<file path="src/logic/msc_pkg.sv">
`default_nettype none
package msc_pkg;

	// ************************************************************
	// clock and pwm off timing
	// ************************************************************
	localparam int CLK_FREQ_MHZ = 200;
	localparam int OFF_TIME_LONG_NS = 28000;
	localparam int OFF_TIME_SHORT_NS = 15200;
	localparam int OFF_CNT_W = 13;
	localparam int OFF_LONG_CYC_INT = (OFF_TIME_LONG_NS * CLK_FREQ_MHZ) / 1000;
	localparam int OFF_SHORT_CYC_INT = (OFF_TIME_SHORT_NS * CLK_FREQ_MHZ) / 1000;
	localparam logic [OFF_CNT_W-1:0] OFF_LONG_CYCLES = OFF_CNT_W'(OFF_LONG_CYC_INT);
	localparam logic [OFF_CNT_W-1:0] OFF_SHORT_CYCLES = OFF_CNT_W'(OFF_SHORT_CYC_INT);

	// ************************************************************
	// sequencer position and set-points
	// ************************************************************
	localparam int POS_W = 6;
	localparam logic [POS_W-1:0] POS_RESET = 6'h00;
	localparam logic [POS_W-1:0] POS_ZERO_DEG = 6'h08;
	localparam logic [POS_W-1:0] POS_QUARTER = 6'h10;
	localparam logic [3:0] HOME_MASK_ZERO = 4'h0;
	localparam int SP_W = 11;
	localparam logic [SP_W-1:0] SP_ZERO = 11'h000;
	localparam logic [OFF_CNT_W-1:0] CNT_ZERO = 13'h0000;
	localparam logic [OFF_CNT_W-1:0] CNT_ONE = 13'h0001;

	// excitation modes, one step of each in units of the 64-position grid
	typedef enum logic [2:0] {
		MSC_MODE_FULL4 = 3'h0,
		MSC_MODE_HALF8 = 3'h1,
		MSC_MODE_ONETWO8 = 3'h2,
		MSC_MODE_W16 = 3'h3,
		MSC_MODE_W32 = 3'h4,
		MSC_MODE_W64 = 3'h5
	} msc_mode_t;

	localparam logic [POS_W-1:0] INC_FULL4 = 6'h10;
	localparam logic [POS_W-1:0] INC_EIGHT = 6'h08;
	localparam logic [POS_W-1:0] INC_W16 = 6'h04;
	localparam logic [POS_W-1:0] INC_W32 = 6'h02;
	localparam logic [POS_W-1:0] INC_W64 = 6'h01;

	// fast decay share of the off period, {hi select, lo select}
	localparam logic [1:0] DECAY_SLOW = 2'h0;
	localparam logic [1:0] DECAY_QUARTER = 2'h1;
	localparam logic [1:0] DECAY_HALF = 2'h2;
	localparam logic [1:0] DECAY_FULL = 2'h3;

	// per-phase pwm states
	typedef enum logic [1:0] {
		MSC_PH_DRIVE = 2'h0,
		MSC_PH_FAST = 2'h1,
		MSC_PH_SLOW = 2'h2
	} msc_ph_state_t;

endpackage : msc_pkg
`default_nettype wire

</file>
<file path="src/logic/msc_phase_pwm.sv">
`timescale 1ns/100ps
`default_nettype none
module msc_phase_pwm (
	// clock and reset
	input wire logic ref_clk,
	input wire logic rstn,
	// control
	input wire logic bridge_on,
	input wire logic trip,
	input wire logic [msc_pkg::OFF_CNT_W-1:0] off_len,
	input wire logic [msc_pkg::OFF_CNT_W-1:0] fast_len,
	// bridge drive
	output logic drive_q,
	output logic fast_q,
	output logic slow_q
);

	// ************************************************************
	// off period sequencing
	// ************************************************************
	msc_pkg::msc_ph_state_t state_q, state_d;
	logic [msc_pkg::OFF_CNT_W-1:0] cnt_q, cnt_d;
	logic [msc_pkg::OFF_CNT_W-1:0] cnt_inc;
	logic drive_d, fast_d, slow_d;

	always_comb begin
		state_d = state_q;
		cnt_d = cnt_q;
		cnt_inc = cnt_q + msc_pkg::CNT_ONE;
		unique case (state_q)
			msc_pkg::MSC_PH_DRIVE: begin
				if (bridge_on && trip) begin
					cnt_d = msc_pkg::CNT_ZERO;
					state_d = (fast_len != msc_pkg::CNT_ZERO) ? msc_pkg::MSC_PH_FAST
						: msc_pkg::MSC_PH_SLOW;
				end
			end
			msc_pkg::MSC_PH_FAST, msc_pkg::MSC_PH_SLOW: begin
				if (cnt_inc >= off_len) begin
					state_d = msc_pkg::MSC_PH_DRIVE;
					cnt_d = msc_pkg::CNT_ZERO;
				end else begin
					cnt_d = cnt_inc;
					state_d = (cnt_inc >= fast_len) ? msc_pkg::MSC_PH_SLOW
						: state_q;
				end
			end
			default: begin
				state_d = msc_pkg::MSC_PH_DRIVE;
				cnt_d = msc_pkg::CNT_ZERO;
			end
		endcase
		if (!bridge_on) begin
			state_d = msc_pkg::MSC_PH_DRIVE;
			cnt_d = msc_pkg::CNT_ZERO;
		end
		drive_d = bridge_on && (state_d == msc_pkg::MSC_PH_DRIVE);
		fast_d = bridge_on && (state_d == msc_pkg::MSC_PH_FAST);
		slow_d = bridge_on && (state_d == msc_pkg::MSC_PH_SLOW);
	end

	always_ff @(posedge ref_clk or negedge rstn) begin
		if (!rstn) begin
			state_q <= msc_pkg::MSC_PH_DRIVE;
			cnt_q <= msc_pkg::CNT_ZERO;
			drive_q <= 1'b0;
			fast_q <= 1'b0;
			slow_q <= 1'b0;
		end else begin
			state_q <= state_d;
			cnt_q <= cnt_d;
			drive_q <= drive_d;
			fast_q <= fast_d;
			slow_q <= slow_d;
		end
	end

endmodule : msc_phase_pwm
`default_nettype wire

</file>
<file path="src/logic/msc_sequencer_top.sv">
`timescale 1ns/100ps
`default_nettype none
// Notes on behaviour
// - all selects low full, second high half
// - first high: 8 or 16 by second
// - third high: 32 or 64, second ignored
// - rotation sense picks phase B lag or lead
// - sleep resets sequencer, bridges off always
// - reset low holds sequencer, bridges off
// - enable low: sequencer runs, bridges off
// - bridges on only when all three high
// - decay selects set fast share of off
// - off period 28.0 or 15.2 us
// - overheat latches bridges off until cleared
// - overcurrent latches bridges off until cleared
// - low supply lockout forces bridges off
// - fault flag pulled low while latched
// - monitor pin: junction or home indication
// - rising edges step the rise input
// - both edges step the any-edge input
// - restart at minus 45 degrees, entry one
// - direction change keeps current position
// - steps while disabled still advance position
module msc_sequencer_top #(
	parameter logic [msc_pkg::OFF_CNT_W-1:0] OFF_LONG_CYCLES = msc_pkg::OFF_LONG_CYCLES
) (
	// clock and reset
	input wire logic ref_clk,
	input wire logic rstn,
	// host control pins
	input wire logic sleep_request,
	input wire logic enable,
	input wire logic reset_request_n,
	input wire logic excite_sel_a,
	input wire logic excite_sel_b,
	input wire logic excite_sel_c,
	input wire logic rotation_sense,
	input wire logic step_rise_input,
	input wire logic step_any_edge_input,
	input wire logic fast_ratio_sel_hi,
	input wire logic fast_ratio_sel_lo,
	input wire logic off_time_select,
	input wire logic monitor_select,
	// analog status
	input wire logic junction_monitor,
	input wire logic low_supply_lockout,
	input wire logic overheat_detect,
	input wire logic overcurrent_detect,
	input wire logic phase_a_trip,
	input wire logic phase_b_trip,
	// set-points and position
	output logic [msc_pkg::SP_W-1:0] phase_a_setpoint,
	output logic [msc_pkg::SP_W-1:0] phase_b_setpoint,
	output logic [msc_pkg::POS_W-1:0] seq_position,
	// bridge drive
	output logic bridge_on,
	output logic phase_a_drive,
	output logic phase_a_fast,
	output logic phase_a_slow,
	output logic phase_b_drive,
	output logic phase_b_fast,
	output logic phase_b_slow,
	// status
	output logic overheat_latch,
	output logic overcurrent_latch,
	// open-drain and monitor pins
	output logic fault_flag_out,
	output logic fault_flag_oe_n,
	output logic monitor_pin_out,
	output logic monitor_pin_oe_n
);

	// ************************************************************
	// input synchronisers
	// ************************************************************
	localparam int NSYNC = 19;
	logic [NSYNC-1:0] sync1_q, sync2_q, sync_raw;
	logic s_sleep, s_enable, s_reset_n, s_sel_a, s_sel_b, s_sel_c, s_dir;
	logic s_step_rise, s_step_any, s_dec_hi, s_dec_lo, s_off_sel, s_mon_sel;
	logic s_junction, s_lockout, s_overheat, s_overcur, s_trip_a, s_trip_b;

	assign sync_raw = {sleep_request, enable, reset_request_n, excite_sel_a, excite_sel_b,
		excite_sel_c, rotation_sense, step_rise_input, step_any_edge_input,
		fast_ratio_sel_hi, fast_ratio_sel_lo, off_time_select, monitor_select,
		junction_monitor, low_supply_lockout, overheat_detect, overcurrent_detect,
		phase_a_trip, phase_b_trip};
	assign {s_sleep, s_enable, s_reset_n, s_sel_a, s_sel_b, s_sel_c, s_dir,
		s_step_rise, s_step_any, s_dec_hi, s_dec_lo, s_off_sel, s_mon_sel,
		s_junction, s_lockout, s_overheat, s_overcur, s_trip_a, s_trip_b} = sync2_q;

	always_ff @(posedge ref_clk or negedge rstn) begin
		if (!rstn) begin
			sync1_q <= '0;
			sync2_q <= '0;
		end else begin
			sync1_q <= sync_raw;
			sync2_q <= sync1_q;
		end
	end

	// ************************************************************
	// mode decode and set-point lookup
	// ************************************************************
	function automatic msc_pkg::msc_mode_t decode_mode(input logic a, input logic b,
		input logic c);
		msc_pkg::msc_mode_t m;
		if (c) begin
			m = a ? msc_pkg::MSC_MODE_W64 : msc_pkg::MSC_MODE_W32;
		end else if (a) begin
			m = b ? msc_pkg::MSC_MODE_W16 : msc_pkg::MSC_MODE_ONETWO8;
		end else begin
			m = b ? msc_pkg::MSC_MODE_HALF8 : msc_pkg::MSC_MODE_FULL4;
		end
		return m;
	endfunction : decode_mode

	function automatic logic [msc_pkg::POS_W-1:0] mode_inc(input msc_pkg::msc_mode_t m);
		logic [msc_pkg::POS_W-1:0] inc;
		unique case (m)
			msc_pkg::MSC_MODE_FULL4: inc = msc_pkg::INC_FULL4;
			msc_pkg::MSC_MODE_HALF8: inc = msc_pkg::INC_EIGHT;
			msc_pkg::MSC_MODE_ONETWO8: inc = msc_pkg::INC_EIGHT;
			msc_pkg::MSC_MODE_W16: inc = msc_pkg::INC_W16;
			msc_pkg::MSC_MODE_W32: inc = msc_pkg::INC_W32;
			msc_pkg::MSC_MODE_W64: inc = msc_pkg::INC_W64;
			default: inc = msc_pkg::INC_W64;
		endcase
		return inc;
	endfunction : mode_inc

	// cosine of m * 5.625 degrees in tenths of a percent
	function automatic logic [msc_pkg::SP_W-1:0] cos_mag(input logic [4:0] m);
		logic [msc_pkg::SP_W-1:0] v;
		unique case (m)
			5'h00: v = 11'h3E8;
			5'h01: v = 11'h3E3;
			5'h02: v = 11'h3D5;
			5'h03: v = 11'h3BD;
			5'h04: v = 11'h39C;
			5'h05: v = 11'h372;
			5'h06: v = 11'h33F;
			5'h07: v = 11'h305;
			5'h08: v = 11'h2C3;
			5'h09: v = 11'h27A;
			5'h0A: v = 11'h22C;
			5'h0B: v = 11'h1D7;
			5'h0C: v = 11'h17F;
			5'h0D: v = 11'h122;
			5'h0E: v = 11'h0C3;
			5'h0F: v = 11'h062;
			default: v = 11'h000;
		endcase
		return v;
	endfunction : cos_mag

	// signed cosine over a 64-position electrical turn
	function automatic logic [msc_pkg::SP_W-1:0] cos64(input logic [msc_pkg::POS_W-1:0] j);
		logic [4:0] m, mr;
		logic [msc_pkg::SP_W-1:0] v;
		m = {1'b0, j[3:0]};
		mr = 5'h10 - m;
		unique case (j[5:4])
			2'h0: v = cos_mag(m);
			2'h1: v = msc_pkg::SP_ZERO - cos_mag(mr);
			2'h2: v = msc_pkg::SP_ZERO - cos_mag(m);
			default: v = cos_mag(mr);
		endcase
		return v;
	endfunction : cos64

	// ************************************************************
	// sequencer, protection and pin control
	// ************************************************************
	logic rise_prev_q, rise_prev_d, any_prev_q, any_prev_d;
	logic [msc_pkg::POS_W-1:0] pos_q, pos_d, ang;
	logic oh_q, oh_d, oc_q, oc_d;
	logic bridge_q, bridge_d;
	logic [msc_pkg::SP_W-1:0] sp_a_q, sp_a_d, sp_b_q, sp_b_d;
	logic fault_oe_n_q, fault_oe_n_d, mon_out_q, mon_out_d, mon_oe_n_q, mon_oe_n_d;
	logic logic_rst, step_evt, latch_clr, home;
	msc_pkg::msc_mode_t mode;

	always_comb begin
		rise_prev_d = s_step_rise;
		any_prev_d = s_step_any;
		mode = decode_mode(s_sel_a, s_sel_b, s_sel_c);
		logic_rst = !s_sleep || !s_reset_n;
		// a single event even if both inputs move together
		step_evt = (s_step_rise && !rise_prev_q)
			|| (s_step_any != any_prev_q);
		pos_d = pos_q;
		if (logic_rst || s_lockout) begin
			pos_d = msc_pkg::POS_RESET;
		end else if (step_evt) begin
			// only the sense of the step changes, position is kept
			pos_d = s_dir ? (pos_q - mode_inc(mode)) : (pos_q + mode_inc(mode));
		end
		latch_clr = logic_rst || s_lockout;
		oh_d = s_overheat || (oh_q && !latch_clr);
		oc_d = s_overcur || (oc_q && !latch_clr);
		bridge_d = s_sleep && s_enable && s_reset_n
			&& !s_lockout && !oh_d && !oc_d;
		ang = pos_d - msc_pkg::POS_ZERO_DEG;
		sp_a_d = cos64(ang);
		sp_b_d = cos64(ang - msc_pkg::POS_QUARTER);
		fault_oe_n_d = !(oh_d || oc_d);
		home = (pos_d[3:0] == msc_pkg::HOME_MASK_ZERO);
		mon_out_d = s_mon_sel ? 1'b0 : s_junction;
		mon_oe_n_d = s_mon_sel ? !home : 1'b0;
	end

	always_ff @(posedge ref_clk or negedge rstn) begin
		if (!rstn) begin
			rise_prev_q <= 1'b0;
			any_prev_q <= 1'b0;
			pos_q <= msc_pkg::POS_RESET;
			oh_q <= 1'b0;
			oc_q <= 1'b0;
			bridge_q <= 1'b0;
			sp_a_q <= msc_pkg::SP_ZERO;
			sp_b_q <= msc_pkg::SP_ZERO;
			fault_oe_n_q <= 1'b1;
			mon_out_q <= 1'b0;
			mon_oe_n_q <= 1'b1;
		end else begin
			rise_prev_q <= rise_prev_d;
			any_prev_q <= any_prev_d;
			pos_q <= pos_d;
			oh_q <= oh_d;
			oc_q <= oc_d;
			bridge_q <= bridge_d;
			sp_a_q <= sp_a_d;
			sp_b_q <= sp_b_d;
			fault_oe_n_q <= fault_oe_n_d;
			mon_out_q <= mon_out_d;
			mon_oe_n_q <= mon_oe_n_d;
		end
	end

	// ************************************************************
	// pwm off timing per phase
	// ************************************************************
	logic [msc_pkg::OFF_CNT_W-1:0] off_len, fast_len;

	always_comb begin
		off_len = s_off_sel ? msc_pkg::OFF_SHORT_CYCLES : OFF_LONG_CYCLES;
		unique case ({s_dec_hi, s_dec_lo})
			msc_pkg::DECAY_SLOW: fast_len = msc_pkg::CNT_ZERO;
			msc_pkg::DECAY_QUARTER: fast_len = off_len >> 2;
			msc_pkg::DECAY_HALF: fast_len = off_len >> 1;
			default: fast_len = off_len;
		endcase
	end

	// drives take the next bridge state so they drop on the same edge as bridge_on
	msc_phase_pwm u_pwm_a (
		.ref_clk(ref_clk),
		.rstn(rstn),
		.bridge_on(bridge_d),
		.trip(s_trip_a),
		.off_len(off_len),
		.fast_len(fast_len),
		.drive_q(phase_a_drive),
		.fast_q(phase_a_fast),
		.slow_q(phase_a_slow)
	);

	msc_phase_pwm u_pwm_b (
		.ref_clk(ref_clk),
		.rstn(rstn),
		.bridge_on(bridge_d),
		.trip(s_trip_b),
		.off_len(off_len),
		.fast_len(fast_len),
		.drive_q(phase_b_drive),
		.fast_q(phase_b_fast),
		.slow_q(phase_b_slow)
	);

	// ************************************************************
	// outputs
	// ************************************************************
	assign phase_a_setpoint = sp_a_q;
	assign phase_b_setpoint = sp_b_q;
	assign seq_position = pos_q;
	assign bridge_on = bridge_q;
	assign overheat_latch = oh_q;
	assign overcurrent_latch = oc_q;
	// open-drain: the pin only ever pulls low
	assign fault_flag_out = 1'b0;
	assign fault_flag_oe_n = fault_oe_n_q;
	assign monitor_pin_out = mon_out_q;
	assign monitor_pin_oe_n = mon_oe_n_q;

endmodule : msc_sequencer_top
`default_nettype wire
</file>
<file path="config.mk">
export PLATFORM = sky130hd
export DESIGN_NAME = msc_sequencer_top
export DESIGN_NICKNAME = d
export VERILOG_FILES = /design/src/logic/msc_pkg.sv /design/src/logic/msc_phase_pwm.sv /design/src/logic/msc_sequencer_top.sv
export SDC_FILE = /design/constraint.sdc
export NUM_CORES = 1
export LEC_CHECK = 0
export BUFFER_PORTS_ARGS = -buffer_cell sky130_fd_sc_hd__buf_2
export CAP_MARGIN = 20
export CORE_AREA = 10 10 130 132
export DETAILED_ROUTE_END_ITERATION = 16
export DIE_AREA = 0 0 140 142
export GPL_TIMING_DRIVEN = 0
export PLACE_DENSITY = 0.68
export SYNTH_ARGS = -nofsm -noshare
export SYNTH_HDL_FRONTEND = slang
export SYNTH_SLANG_ARGS = --single-unit
</file>
<file path="constraint.sdc">
create_clock -name ref_clk -period 5.8 [get_ports ref_clk]
set_clock_uncertainty 0.2 [all_clocks]
set_input_delay 0.29 -clock ref_clk [delete_from_list [all_inputs] [get_ports ref_clk]]
set_output_delay 0.29 -clock ref_clk [all_outputs]
set_load 0.03 [all_outputs]
</file>
## Word level (Yosys, flattened, before mapping)

Memories as Yosys holds them, arrays and structs flattened.
Cells that the tools add are included.

| storage, ports and cells | value |
|---|---|
| input bits | 21 |
| memories | 8 |
| register bits after elaboration | 110 |
| ROM bits | 1280 |
| word-level logic and storage cells | 156 |

Memory list:

| name | depth | width | rd ports | clocked after Yosys merged registers in | write ports | RTL line | text |
|---|---|---|---|---|---|---|---|
| (no name shown) | 16 | 10 | 1 | 0 | 0 | msc_sequencer_top.sv:134 | `unique case (m)` |
| (no name shown) | 16 | 10 | 1 | 0 | 0 | msc_sequencer_top.sv:134 |  |
| (no name shown) | 16 | 10 | 1 | 0 | 0 | msc_sequencer_top.sv:134 |  |
| (no name shown) | 16 | 10 | 1 | 0 | 0 | msc_sequencer_top.sv:134 |  |
| (no name shown) | 16 | 10 | 1 | 0 | 0 | msc_sequencer_top.sv:134 |  |
| (no name shown) | 16 | 10 | 1 | 0 | 0 | msc_sequencer_top.sv:134 |  |
| +2 memories | - | - | - | - | - | - |  |

| cells by class | value |
|---|---|
| add/sub/neg operators | 12 |
| reductions and logical operators | 44 |
| order comparisons | 4 |
| muxes and demuxes | 44 |
| equal/unequal tests | 21 |

Operators by type and width:

| cell | number |
|---|---|
| 2-to-1 mux 13 bit | 7 |
| 2-to-1 mux 11 bit | 8 |
| case mux 11 bit (3 select lines) | 2 |
| >= comparator 13 bit | 4 |
| case mux 13 bit (2 select lines) | 2 |
| subtractor 1 x 11 -> 11 bit, first input constant | 4 |
| case mux 13 bit (3 select lines) | 1 |
| 2-to-1 mux 6 bit | 5 |
| adder 13 x 1 -> 13 bit, second input constant | 2 |
| 2-to-1 mux 2 bit | 10 |
| case mux 5 bit (4 select lines) | 1 |
| logical AND 1 bit | 16 |
| == test 2 x 1 -> 1 bit, second input constant | 7 |
| == test 2 bit, second input constant | 7 |
| logical NOT 2 bit | 7 |
| nonzero test 13 bit | 1 |
| subtractor 5 x 4 -> 5 bit, first input constant | 2 |
| logical NOT 1 bit | 9 |
| case mux 2 bit (2 select lines) | 2 |
| adder 6 bit | 1 |
| == test 3 x 2 -> 1 bit, second input constant | 2 |
| logical OR 1 bit | 6 |
| != test 3 x 2 -> 1 bit, second input constant | 2 |
| OR reduction 2 bit | 3 |
| 10 further kinds | 14 |

## Logic depth before layout (Yosys ltp)

Gate-level depths: netlist of run 1.
An unclocked memory read counts as a cell.

| logic depth | value |
|---|---|
| word-level depth | 20 |
| mapped depth | 22 |

## Hierarchy

From an unflattened synthesis of run 1, not the netlist that was laid out.

| unflattened totals | value |
|---|---|
| cell total of the unflattened synthesis | 881 |
| area total of the unflattened synthesis | 8261.7 µm² |

By module, submodules not included:

| module | times used | cells each | area an instance (µm²) |
|---|---|---|---|
| msc_sequencer_top | 1 | 477 | 4625.7 |
| msc_phase_pwm | 2 | 202 | 1818.0 |

## Least setup slack after synthesis of run 1

OpenSTA, ideal clock, no wires.

| timing | value |
|---|---|
| path kind | flip-flop to flip-flop |
| from | register pos_q, in the netlist seq_position[0] |
| to | register sp_a_q, in the netlist phase_a_setpoint[6] |
| cell stages (with the launch flop) | 22 |
| data arrival time | 4.437 ns |
| period minus slack after synthesis | 4.768 ns |
| setup time | 0.131 ns |
| path slack | 1.032 ns |
| cells stage by stage | dfrtp_1 inv_1 ha_1 fa_1 nand2_1 o211ai_2 ha_1 inv_1 ha_1 clkbuf_1 clkbuf_1 o21ai_0 a211oi_1 o21ai_0 inv_1 ha_1 nand3_1 and4b_1 buf_2 o21a_1 nor3_1 or3_1 |

| between the ends | value |
|---|---|
| cells in the longest elaborated chain, start to end | 11 |
| elaborated cells between the ends (all ways) | 21 |
| classes of those cells | add/sub: 6; eq/ne: 2; mux: 8; reduce/logical: 1; memory: 4 |

Ends and longest elaborated chain:

| element | RTL line | text |
|---|---|---|
| start: declaration | msc_sequencer_top.sv:175 | `logic [msc_pkg::POS_W-1:0] pos_q, pos_d, ang;` |
| start signal: assignment | msc_sequencer_top.sv:216 | `pos_q <= msc_pkg::POS_RESET;` |
| start signal: assignment | msc_sequencer_top.sv:228 | `pos_q <= pos_d;` |
| adder 6 bit / subtractor 6 bit (equally long branches) | msc_sequencer_top.sv:196 | `pos_d = s_dir ? (pos_q - mode_inc(mode)) : (pos_q + mode_inc(mode));` |
| 2-to-1 mux 6 bit | msc_sequencer_top.sv:196 |  |
| 2-to-1 mux 6 bit * | msc_sequencer_top.sv:194 | `end else if (step_evt) begin` |
| 2-to-1 mux 6 bit * | msc_sequencer_top.sv:192 | `if (logic_rst \|\| s_lockout) begin` |
| subtractor 6 x 4 -> 6 bit * | msc_sequencer_top.sv:203 | `ang = pos_d - msc_pkg::POS_ZERO_DEG;` |
| subtractor 5 x 4 -> 5 bit | msc_sequencer_top.sv:161 | `mr = 5'h10 - m;` |
| memory (16 x 10 bit) | - |  |
| 2-to-1 mux 11 bit | msc_sequencer_top.sv:134 |  |
| 2-to-1 mux 11 bit | msc_sequencer_top.sv:162 | `unique case (j[5:4])` |
| subtractor 1 x 11 -> 11 bit | msc_sequencer_top.sv:164 | `2'h1: v = msc_pkg::SP_ZERO - cos_mag(mr);` |
| case mux 11 bit (3 select lines) * | msc_sequencer_top.sv:162 |  |
| named net sp_a_d (one bit) | msc_sequencer_top.sv:178 | `logic [msc_pkg::SP_W-1:0] sp_a_q, sp_a_d, sp_b_q, sp_b_d;` |
| end signal: assignment | msc_sequencer_top.sv:220 | `sp_a_q <= msc_pkg::SP_ZERO;` |
| end signal: assignment | msc_sequencer_top.sv:232 | `sp_a_q <= sp_a_d;` |
| end: declaration | msc_sequencer_top.sv:178 |  |

Mark *: on every way through the listed nets, which the timed path passes. The rest lies on a longest branch. The select of a mux whose other input is x is not followed.
A chain may end at the register's enable or synchronous reset.

## Final worst setup path of run 1

Same ends and word-level chain as after synthesis.

==> flow_metrics.py, run 1 <==
metrics = {
    "logic_synthesis": {
        "synth_edf_count": 0,
        "synth-seq-cells": 110,
        "ys_dominant_reg_cell": "dfrtp_1",
        "post_synth_main_area_contributors": "dfrtp_1, ha_1, o21ai_0",
        "postSynthAreaPerCell_um2": 9.38,
        "ys_types": 82,
        "synth_nets": 823,
        "async_flop_share": 1.00,
        "syn_area_um2": 6990,
        "yosys_warnings": 0,
        "synth_cells": 745,
        "synth_top_area_share": 0.387,
        "yosys.area.top_type": "dfrtp_1",
        "seq_area_frac_synth": 0.394,
    },
    "route": {
        "routed.top_layer": "met4",
        "route.met3.wl_um": 838,
        "dr.pass1.iters": 5,
        "drcViolationCount": 0,
        "postRouteAntennaNets": 0,
        "m1WireLength_um": 7570,
        "first_iter_violations": 508,
        "vias_per_cell": 5.91,
        "wl_um": 18300,
        "routedWlPerCell_um": 17.8,
        "num_vias": 6062,
        "wl_met2_um": 9570,
    },
    "die": {
        "core_um2": 14300,
        "rows": 44,
        "die_x_um": 140,
        "die_y_um": 142,
        "die_area_um2": 19900,
        "start_util": 0.488,
        "io_pins": 62,
    },
    "cts": {
        "root_buffer": "clkbuf_16",
        "clk_path_buf_depth": 2,
        "clock_latency_ns": 0.36,
        "path_clk_slew_ns": 0.08,
        "htreeDepth": 3,
        "cts_setup_buffers": 0,
        "tritoncts": "done",
        "numCtsBuffers": 9,
        "numClockSinks": 110,
    },
    "flow_run": {
        "max_cap_violations": 0,
    },
    "placement": {
        "gp_congestion": 0.897,
        "dpl.hpwl_um": 13600,
        "portBuffers": 60,
    },
    "critical_path": {
        "cp_data_arrival_time_ns": 5.46,
        "path_common_cell": "ha_1",
        "setup.worst_path.class": "reg -> reg",
        "start_kind": "flip-flop",
        "cp_slowest_cell": "fa_1",
        "crit_required_ns": 5.82,
        "critPathTopFamily": "adder cells",
        "reg2reg_from": "seq_position[0]",
        "path_cells": "inv_1 > ha_1 > fa_1 > nand2_1 > o211ai_2 > ha_1 > inv_1 > ha_1 > clkbuf_2 > o21ai_0 > a211oi_1 > o21ai_0 > inv_1 > ha_1 > nand3_1 > and4b_1 > buf_2 > o21a_1 > nor3_1 > or3_1",
        "critPathCaptureType": "flip-flop",
        "crit_fanout": 10,
        "slowest_delay_ns": 0.53,
        "critPathBufInv": 5,
        "startpoint": "seq_position[0]",
    },
    "finish": {
        "regArea_um2": 2760,
        "antenna_cells": 0,
        "fillers": 1274,
        "multi_input_area_um2": 3950,
        "final_nets": 915,
        "drive_above_1_share": 0.139,
        "layout_commonest_cell": "dfrtp_1",
        "final_cell_mix": "dfrtp_1, buf_2, o21ai_0",
        "area_growth_pct": 15.1,
        "final_util": 0.562,
    },
    "pwr": {
        "ir_drop_mv": 0.141,
        "power_density_nw_per_um2": 246,
        "p_leak_nw": 3.73,
    },
    "global_route": {
        "track_usage": 0.182,
        "grt.overflow.total": 0,
        "grt_antenna_before_repair": 0,
        "first_global_vias": 6012,
        "grt_start_max_net_pins": 70,
        "grt_pass1_wl_um": 30100,
    },
    "timing": {
        "maxSlewViolCount": 0,
        "setup_violations": 0,
        "setup-tns-final_ns": 0,
        "hold_violations": 0,
        "tightest_slew_ns": 0.860,
        "relSlewSlack": 0.418,
        "finalCritPeriodShare": 0.939,
        "layout_min_cycle_time_ns": 5.44,
        "fmax_mhz": 184,
        "grt_setup_unrepaired": "false",
    },
    "min_path": {
        "worstHoldStart": "sync1_q[4]",
        "hp-class": "reg -> reg",
    },
    "status": {
        "status": "finished clean",
    },
}
[stage by stage]
| stage | cells | worst slack, ns | total power, mW | cell area, um^2 | hold WS [ns] |
|---|---|---|---|---|---|
| floorplan | 745 | 1.03 | 1.21 | 6990 | -0.206 |
| global placement | 989 | 0.226 | 1.34 | 7520 | 0.133 |
| detailed placement | 990 | 0.222 | 1.36 | 7550 | 0.123 |
| CTS | 1026 | 0.187 | 1.99 | 8040 | 0.149 |
| global route | 1026 | 0.0983 | 2.07 | 8040 | 0.153 |
| finish | 1026 | 0.357 | 1.98 | 8040 | 0.140 |
[repair_timing]
| action | 4_1_cts | 5_1_grt |
|---|---|---|
| resized for setup | 0 | 2 |
| hold buffers | 20 | 0 |
| setup endpoints to repair | 0 | 5 |
| endpoints found under the hold margin | 59 | 0 |
[cell type report]
type / count / share of cell area
Buffer: 30 / 0.0171
Timing Repair Buffer: 82 / 0.0666
Tap cell: 184 / 0.0286
Inverter: 37 / 0.0173
Sequential cell: 110 / 0.343
Clock inverter: 5 / 0.00498
Clock buffer: 11 / 0.0314
Multi-Input combinational cell: 567 / 0.491
[cell usage after synthesis, types with 6 or more instances]
| cell type | n |
|---|---|
| a21boi_0 | 6 |
| a21o_1 | 7 |
| a21oi_1 | 34 |
| a31oi_1 | 6 |
| and2_1 | 10 |
| and3_1 | 11 |
| buf_2 | 6 |
| clkbuf_1 | 20 |
| dfrtp_1 | 108 |
| ha_1 | 56 |
| inv_1 | 35 |
| mux2i_1 | 18 |
| nand2_1 | 59 |
| nand2b_1 | 9 |
| nand3_1 | 36 |
| nand4_1 | 14 |
| nor2_1 | 53 |
| nor2b_1 | 6 |
| nor3_1 | 17 |
| nor4_1 | 11 |
| o211ai_1 | 8 |
| o21a_1 | 6 |
| o21ai_0 | 63 |
| o31ai_1 | 6 |
| or3_1 | 6 |
| xnor2_1 | 26 |
| xor2_1 | 16 |
[kinds of logic (layout without fill, tap and decap cells)]
| family | Yosys count | in the layout | synth area share |
|---|---|---|---|
| mux | 22 | 22 | 0.0344 |
| other cells | 1 | 1 | 0.000537 |
| buf+inv | 68 | 165 | 0.0399 |
| xor+xnor | 45 | 45 | 0.0605 |
| flops | 110 | 110 | 0.394 |
| compound gates | 189 | 189 | 0.182 |
| fa+ha+maj | 57 | 57 | 0.103 |
| simple gates | 253 | 253 | 0.185 |
[report_power, final]
| group | internal [mW] | switching, mW | leakage, nW | total, mW |
|---|---|---|---|---|
| registers | 0.823 | 0.0216 | 1.37 | 0.844 |
| logic | 0.175 | 0.341 | 2.21 | 0.516 |
| clock network | 0.320 | 0.299 | 0.147 | 0.619 |
[routing by layer]
| layer | up-vias | GRT usage |
|---|---|---|
| met5 | - | 0 |
| met2 | 194 | 0.323 |
| met3 | 30 | 0.0310 |
| met4 | 0 | 0.0696 |
| met1 | 2960 | 0.216 |
| li1 | 2878 | - |
[state kept, by name, indices dropped and copies added (netlist names), 2 cells and up]
signal,flops
u_pwm_b.state_q,2
sync2_q,19
seq_position,6
u_pwm_a.cnt_q,13
u_pwm_a.state_q,2
phase_b_setpoint,11
u_pwm_b.cnt_q,13
sync1_q,19
phase_a_setpoint,11
[worst reg2reg max path, delay by kind of cell (launching register included)]
family | cells | cell delay [ns]
fa+ha+maj | 5 | 1.83
compound gates | 5 | 1.08
simple gates | 5 | 0.87
buf+inv | 5 | 0.83
flops | 1 | 0.50
[path summary, 6_finish.rpt]
path	end	slack, ns	cells past startpoint
max	phase_a_setpoint[6]	0.36	20
min	sync2_q[4]	0.14	0
max reg2reg	phase_a_setpoint[6]	0.36	20
min reg2reg	sync2_q[4]	0.14	0
max in group asynchronous	fault_flag_oe_n	4.40	3
min in group asynchronous	monitor_pin_out	0.25	2
(Power assumes the default switching activity.)
==> run 2, diff against run 1 <==
- CORE_AREA: 10 10 130 132 -> 10 10 135 137
- DIE_AREA: 0 0 140 142 -> 0 0 145 147
- PLACE_DENSITY: 0.68 -> default
- PLACE_DENSITY_LB_ADDON: default -> 0.12
==> run 2 against run 1 <==
Wire length decreased by 3.4%. Register-to-register slack better by 0.05 ns. Non-clock buffer count increased by 1. Utilization shrank 4.3 points.
==> flow_metrics.py, run 2 (synthesis results as in run 1) <==
metrics = {
    "status": {
        "status": "finished clean",
    },
    "route": {
        "dr.pass1.iters": 5,
        "vias_per_cell": 5.65,
        "wl_um": 17700,
        "num_vias": 5979,
        "routedWlPerCell_um": 16.7,
        "first_iter_violations": 492,
        "postRouteAntennaNets": 0,
        "drcViolationCount": 0,
    },
    "die": {
        "start_util": 0.448,
        "die_x_um": 145,
        "die_area_um2": 21300,
        "core_um2": 15600,
        "rows": 46,
        "die_y_um": 147,
        "io_pins": 62,
    },
    "finish": {
        "final_nets": 916,
        "final_cell_mix": "dfrtp_1, buf_2, o21ai_0",
        "area_growth_pct": 15.8,
        "drive_above_1_share": 0.139,
        "antenna_cells": 0,
        "layout_commonest_cell": "dfrtp_1",
        "top_regs": "sync1_q x19, sync2_q x19",
        "final_area_um2": 8090,
    },
    "critical_path": {
        "slowest_delay_ns": 0.44,
        "path_cells": "and2_1 > ha_1 > fa_1 > xor2_1 > o31a_1 > inv_2 > ha_1 > clkbuf_1 > clkbuf_2 > o21ai_0 > a211oi_1 > o21ai_0 > inv_1 > ha_1 > nand3_1 > and4b_1 > buf_2 > o21a_1 > nor3_1 > or3_1",
        "crit_required_ns": 5.84,
        "setup.worst_path.class": "reg -> reg",
        "crit_fanout": 10,
        "start_kind": "flip-flop",
        "path_common_cell": "ha_1",
        "critPathCaptureType": "flip-flop",
        "cp_slowest_cell": "dfrtp_1",
        "cp_data_arrival_time_ns": 5.43,
    },
    "pwr": {
        "p_leak_nw": 3.72,
        "switching_power_uw": 646,
        "pwr-share-comb": 0.260,
        "power.share.sequential": 0.430,
        "power_density_nw_per_um2": 243,
        "p_clk_frac": 0.310,
        "internal_power_mw": 1.32,
        "p_sw_frac": 0.329,
        "ir_drop_mv": 0.133,
    },
    "timing": {
        "setup-tns-final_ns": 0,
        "fmax_mhz": 186,
        "tightest_slew_ns": 0.804,
        "finalCritPeriodShare": 0.929,
        "layout_min_cycle_time_ns": 5.39,
        "maxSlewViolCount": 0,
        "setup_violations": 0,
        "grt_setup_unrepaired": "false",
        "hold_violations": 0,
        "relSlewSlack": 0.455,
    },
    "cts": {
        "clock_latency_ns": 0.36,
        "cts_setup_buffers": 0,
        "root_buffer": "clkbuf_16",
        "path_clk_slew_ns": 0.07,
        "tritoncts": "done",
        "numCtsBuffers": 9,
        "htreeDepth": 3,
        "numClockSinks": 110,
        "clk_path_buf_depth": 2,
    },
    "global_route": {
        "grt_start_max_net_pins": 74,
        "grt_pass1_wl_um": 29900,
        "grt_antenna_before_repair": 0,
        "track_usage": 0.167,
        "first_global_vias": 6123,
        "grt.overflow.total": 0,
    },
    "placement": {
        "portBuffers": 60,
        "dpl.hpwl_um": 13300,
        "gp_congestion": 0.901,
        "place_area_um2": 7590,
    },
    "min_path": {
        "hp-class": "reg -> reg",
    },
    "flow_run": {
        "max_cap_violations": 0,
    },
}
-- run 2: cell types whose count changed in the layout (fill, tap and decap cells not counted), sizes merged --
cell	change
clkinvlp	+3
inv	-2
clkbuf	+1
clkinv	-1
-- run 2: through the flow --
| step | hold slack (ns) | utilization | power, mW | instances | setup WS [ns] |
|---|---|---|---|---|---|
| finish | 0.143 | 0.519 | 1.96 | 1059 | 0.410 |
| global route | 0.156 | 0.519 | 2.07 | 1059 | 0.0668 |
| CTS | 0.147 | 0.518 | 1.98 | 1058 | 0.390 |
| detailed placement | 0.0909 | 0.486 | 1.36 | 1022 | 0.421 |
| global placement | 0.132 | 0.485 | 1.35 | 1021 | 0.414 |
| floorplan | -0.206 | - | 1.21 | 745 | 1.03 |
-- run 2: routing by layer --
metal | share of wire | global-route usage
met5 | 0 | 0
met2 | 0.53 | 0.305
met4 | 0.017 | 0.0603
met3 | 0.045 | 0.0319
met1 | 0.41 | 0.189
-- run 2: critical path: cells and delay by family (launching register included) --
family          cells  cell delay, ns
simple gates        5            0.89
buf+inv             5            1.08
compound gates      5            1.16
fa+ha+maj           4            1.16
xor+xnor            1            0.34
flops               1            0.44
-- run 2: final cells by class --
class	instances	area [um^2]
fillers	1449	7510
repair buffers	82	536
flip-flops and latches	110	2760
clock buffers	11	253
inverters	37	139
clock inverters	5	42.5
multi-input cells	567	3950
well taps	216	270
plain buffers	31	141
-- run 2: worst paths after layout --
kind / from / endpoint / slack [ns] / cells after the start
max in group asynchronous: rstn / fault_flag_oe_n / 4.41 / 3
worst min-delay path: sync1_q[4] / sync2_q[4] / 0.14 / 0
min in group asynchronous: rstn / sync2_q[12] / 0.23 / 2
worst max-delay path: sync2_q[13] / phase_a_setpoint[6] / 0.41 / 20
worst min register to register: sync1_q[4] / sync2_q[4] / 0.14 / 0
worst max register to register: sync2_q[13] / phase_a_setpoint[6] / 0.41 / 20
-- run 2: timing repair --
item,in CTS,in global routing
hold buffers,20,0
hold endpoints to repair,56,0
endpoints found under the setup margin,0,3
gates resized for setup,0,2
-- run 2: power by group through the flow --
stage / Combinational, mW / Sequential [mW] / Clock [mW]
2_1_floorplan: 0.262 / 0.947 / 0
3_3_place_gp: 0.489 / 0.859 / 0
3_5_place_dp: 0.498 / 0.860 / 0
4_1_cts: 0.511 / 0.845 / 0.628
5_1_grt: 0.558 / 0.852 / 0.665
6_report: 0.509 / 0.844 / 0.608
==> run 3, diff against run 2 <==
- MAX_ROUTING_LAYER: default -> met4
==> run 3 against run 2 <==
Sequential cell count unchanged. Largest cell class unchanged. Sequential share of layout area down 0.12 points. Fmax shrank 0.38%. Non-clock buffer count stayed put. Clock-buffer cell count shrank 2. Worst hold slack better by 0.0052 ns. Critical endpoint unchanged. Largest power group unchanged. Combinational power barely moved. Worst setup slack worse by 0.020 ns. Clock power is 11% higher. Via count decreased by 0.12%. First-iteration DRC count shrank 13%.
==> flow_metrics.py, run 3 (synthesis results as in run 1) <==
metrics = {
    "status": {
        "status": "finished clean",
    },
    "finish": {
        "multi_input_area_um2": 3950,
        "final_nets": 916,
        "regArea_um2": 2760,
        "top_regs": "sync1_q x19, sync2_q x19",
        "layoutNonFillerInstCount": 1059,
        "drive_above_1_share": 0.139,
        "fillers": 1462,
        "final_cell_mix": "dfrtp_1, buf_2, o21ai_0",
        "antenna_cells": 0,
        "layout_commonest_cell": "dfrtp_1",
        "area_growth_pct": 16.2,
    },
    "timing": {
        "setup_violations": 0,
        "relSlewSlack": 0.476,
        "grt_setup_unrepaired": "false",
        "setup-tns-final_ns": 0,
        "layout_min_cycle_time_ns": 5.41,
        "fmax_mhz": 185,
        "tightest_slew_ns": 0.773,
        "hold_violations": 0,
        "finalCritPeriodShare": 0.933,
        "maxSlewViolCount": 0,
    },
    "die": {
        "die_area_um2": 21300,
        "rows": 46,
        "start_util": 0.448,
        "io_pins": 62,
        "die_x_um": 145,
        "die_y_um": 147,
        "core_um2": 15600,
    },
    "route": {
        "first_iter_violations": 427,
        "dr.pass1.iters": 5,
        "drcViolationCount": 0,
        "postRouteAntennaNets": 0,
        "routedWlPerCell_um": 17.0,
        "vias_per_cell": 5.64,
        "num_vias": 5972,
        "wl_um": 18000,
    },
    "critical_path": {
        "critPathCaptureType": "flip-flop",
        "cp_data_arrival_time_ns": 5.45,
        "setup.worst_path.class": "reg -> reg",
        "cp_slowest_cell": "fa_1",
        "critPathTopFamily": "adder cells",
        "start_kind": "flip-flop",
        "crit_required_ns": 5.84,
        "crit_fanout": 10,
        "slowest_delay_ns": 0.53,
        "rr_endpoint": "phase_a_setpoint[6]",
        "critPathBufInv": 5,
        "reg2reg_from": "sync2_q[15]",
        "path_cells": "and2_1 > ha_1 > fa_1 > nand2_1 > o211ai_2 > ha_1 > inv_1 > ha_1 > clkbuf_1 > clkbuf_2 > o21ai_0 > a211oi_1 > o21ai_0 > inv_1 > ha_1 > nand3_1 > and4b_1 > buf_2 > o21a_1 > nor3_1 > or3_1",
        "path_common_cell": "ha_1",
        "worst-path-stages": 21,
        "reg2reg_depth": 21,
        "ff2ff_setup_slack_ns": 0.39,
    },
    "min_path": {
        "worstHoldStart": "sync1_q[12]",
        "whs_endpoint": "sync2_q[12]",
        "hp-class": "reg -> reg",
        "hold_depth": 0,
    },
    "cts": {
        "htreeDepth": 3,
        "clock_latency_ns": 0.36,
        "clk_path_buf_depth": 2,
        "root_buffer": "clkbuf_16",
        "path_clk_slew_ns": 0.08,
        "tritoncts": "done",
        "numCtsBuffers": 9,
        "cts_setup_buffers": 0,
        "numClockSinks": 110,
    },
    "global_route": {
        "grt_antenna_before_repair": 0,
        "track_usage": 0.174,
        "first_global_vias": 6108,
        "grt_start_max_net_pins": 74,
        "grt.overflow.total": 0,
        "grt_pass1_wl_um": 30200,
    },
    "pwr": {
        "pwr-share-comb": 0.253,
        "switching_power_uw": 649,
        "internal_power_mw": 1.38,
        "p_clk_frac": 0.331,
        "p_sw_frac": 0.320,
        "power.share.sequential": 0.416,
        "power_density_nw_per_um2": 250,
        "p_leak_nw": 3.74,
        "ir_drop_mv": 0.148,
    },
    "placement": {
        "dpl.hpwl_um": 13300,
        "portBuffers": 60,
        "dpl.cell_count": 1022,
        "gp_congestion": 0.893,
    },
    "flow_run": {
        "max_cap_violations": 0,
    },
}
[run 3: cell count changes in the layout (fill, tap and decap cells not counted), sizes merged]
cell	previous run	this run
clkbuf	32	30
clkinv	1	3
bufinv	0	2
clkinvlp	3	1
[run 3: cell type report]
class                   instances  share of cell area
clock inverters                 7              0.0120
plain buffers                  31              0.0174
repair buffers                 82              0.0660
clock buffers                   9              0.0277
flip-flops and latches        110               0.339
inverters                      37              0.0171
well taps                     216              0.0333
multi-input cells             567               0.487
[run 3: metal layers]
layer | wire, um | GRT usage | vias to the layer above
met4 | 317 | 0.0572 | 0
met1 | 7520 | 0.194 | 2916
met3 | 704 | 0.0283 | 25
li1 | - | - | 2879
met5 | 0 | - | -
met2 | 9480 | 0.310 | 152
[run 3: worst max path at each step]
stage | from | end | slack (ns)
after floorplan | seq_position[0] | phase_a_setpoint[6] | 1.03
after global placement | sync2_q[13] | phase_a_setpoint[6] | 0.38
after detailed placement | sync2_q[13] | phase_a_setpoint[6] | 0.39
after CTS | sync2_q[12] | phase_a_setpoint[6] | 0.36
after global routing | sync2_q[12] | phase_a_setpoint[6] | 0.10
final | sync2_q[15] | phase_a_setpoint[6] | 0.39
[run 3: repair_timing]
action,CTS,global route
gates resized for setup,0,2
setup endpoints to repair,0,3
hold buffers,20,0
endpoints found under the hold margin,56,0
[run 3: worst register-to-register path, cell delays in order (launching register included)]
cell and delay [ns]:
dfrtp_1 0.41, and2_1 0.17, ha_1 0.20, fa_1 0.54
nand2_1 0.08, o211ai_2 0.17, ha_1 0.33, inv_1 0.13
ha_1 0.29, clkbuf_1 0.31, clkbuf_2 0.29, o21ai_0 0.11
a211oi_1 0.39, o21ai_0 0.24, inv_1 0.16, ha_1 0.26
nand3_1 0.08, and4b_1 0.24, buf_2 0.18, o21a_1 0.14
nor3_1 0.05, or3_1 0.34
[run 3: per-stage QoR]
stage | utilization | setup slack [ns] | power [mW] | hold WS, ns | instance area, um^2
6_report | 0.520 | 0.390 | 2.03 | 0.148 | 8120
5_1_grt | 0.520 | 0.103 | 2.14 | 0.154 | 8120
4_1_cts | 0.520 | 0.360 | 2.05 | 0.147 | 8110
3_5_place_dp | 0.486 | 0.388 | 1.36 | 0.0970 | 7590
3_3_place_gp | 0.485 | 0.377 | 1.35 | 0.132 | 7560
2_1_floorplan | - | 1.03 | 1.21 | -0.206 | 6990
[run 3: power groups by stage]
stage	combinational, mW	clock (mW)	sequential [mW]
2_1_floorplan	0.262	0	0.947
3_3_place_gp	0.489	0	0.859
3_5_place_dp	0.499	0	0.860
4_1_cts	0.512	0.693	0.844
5_1_grt	0.559	0.728	0.851
6_report	0.512	0.672	0.843
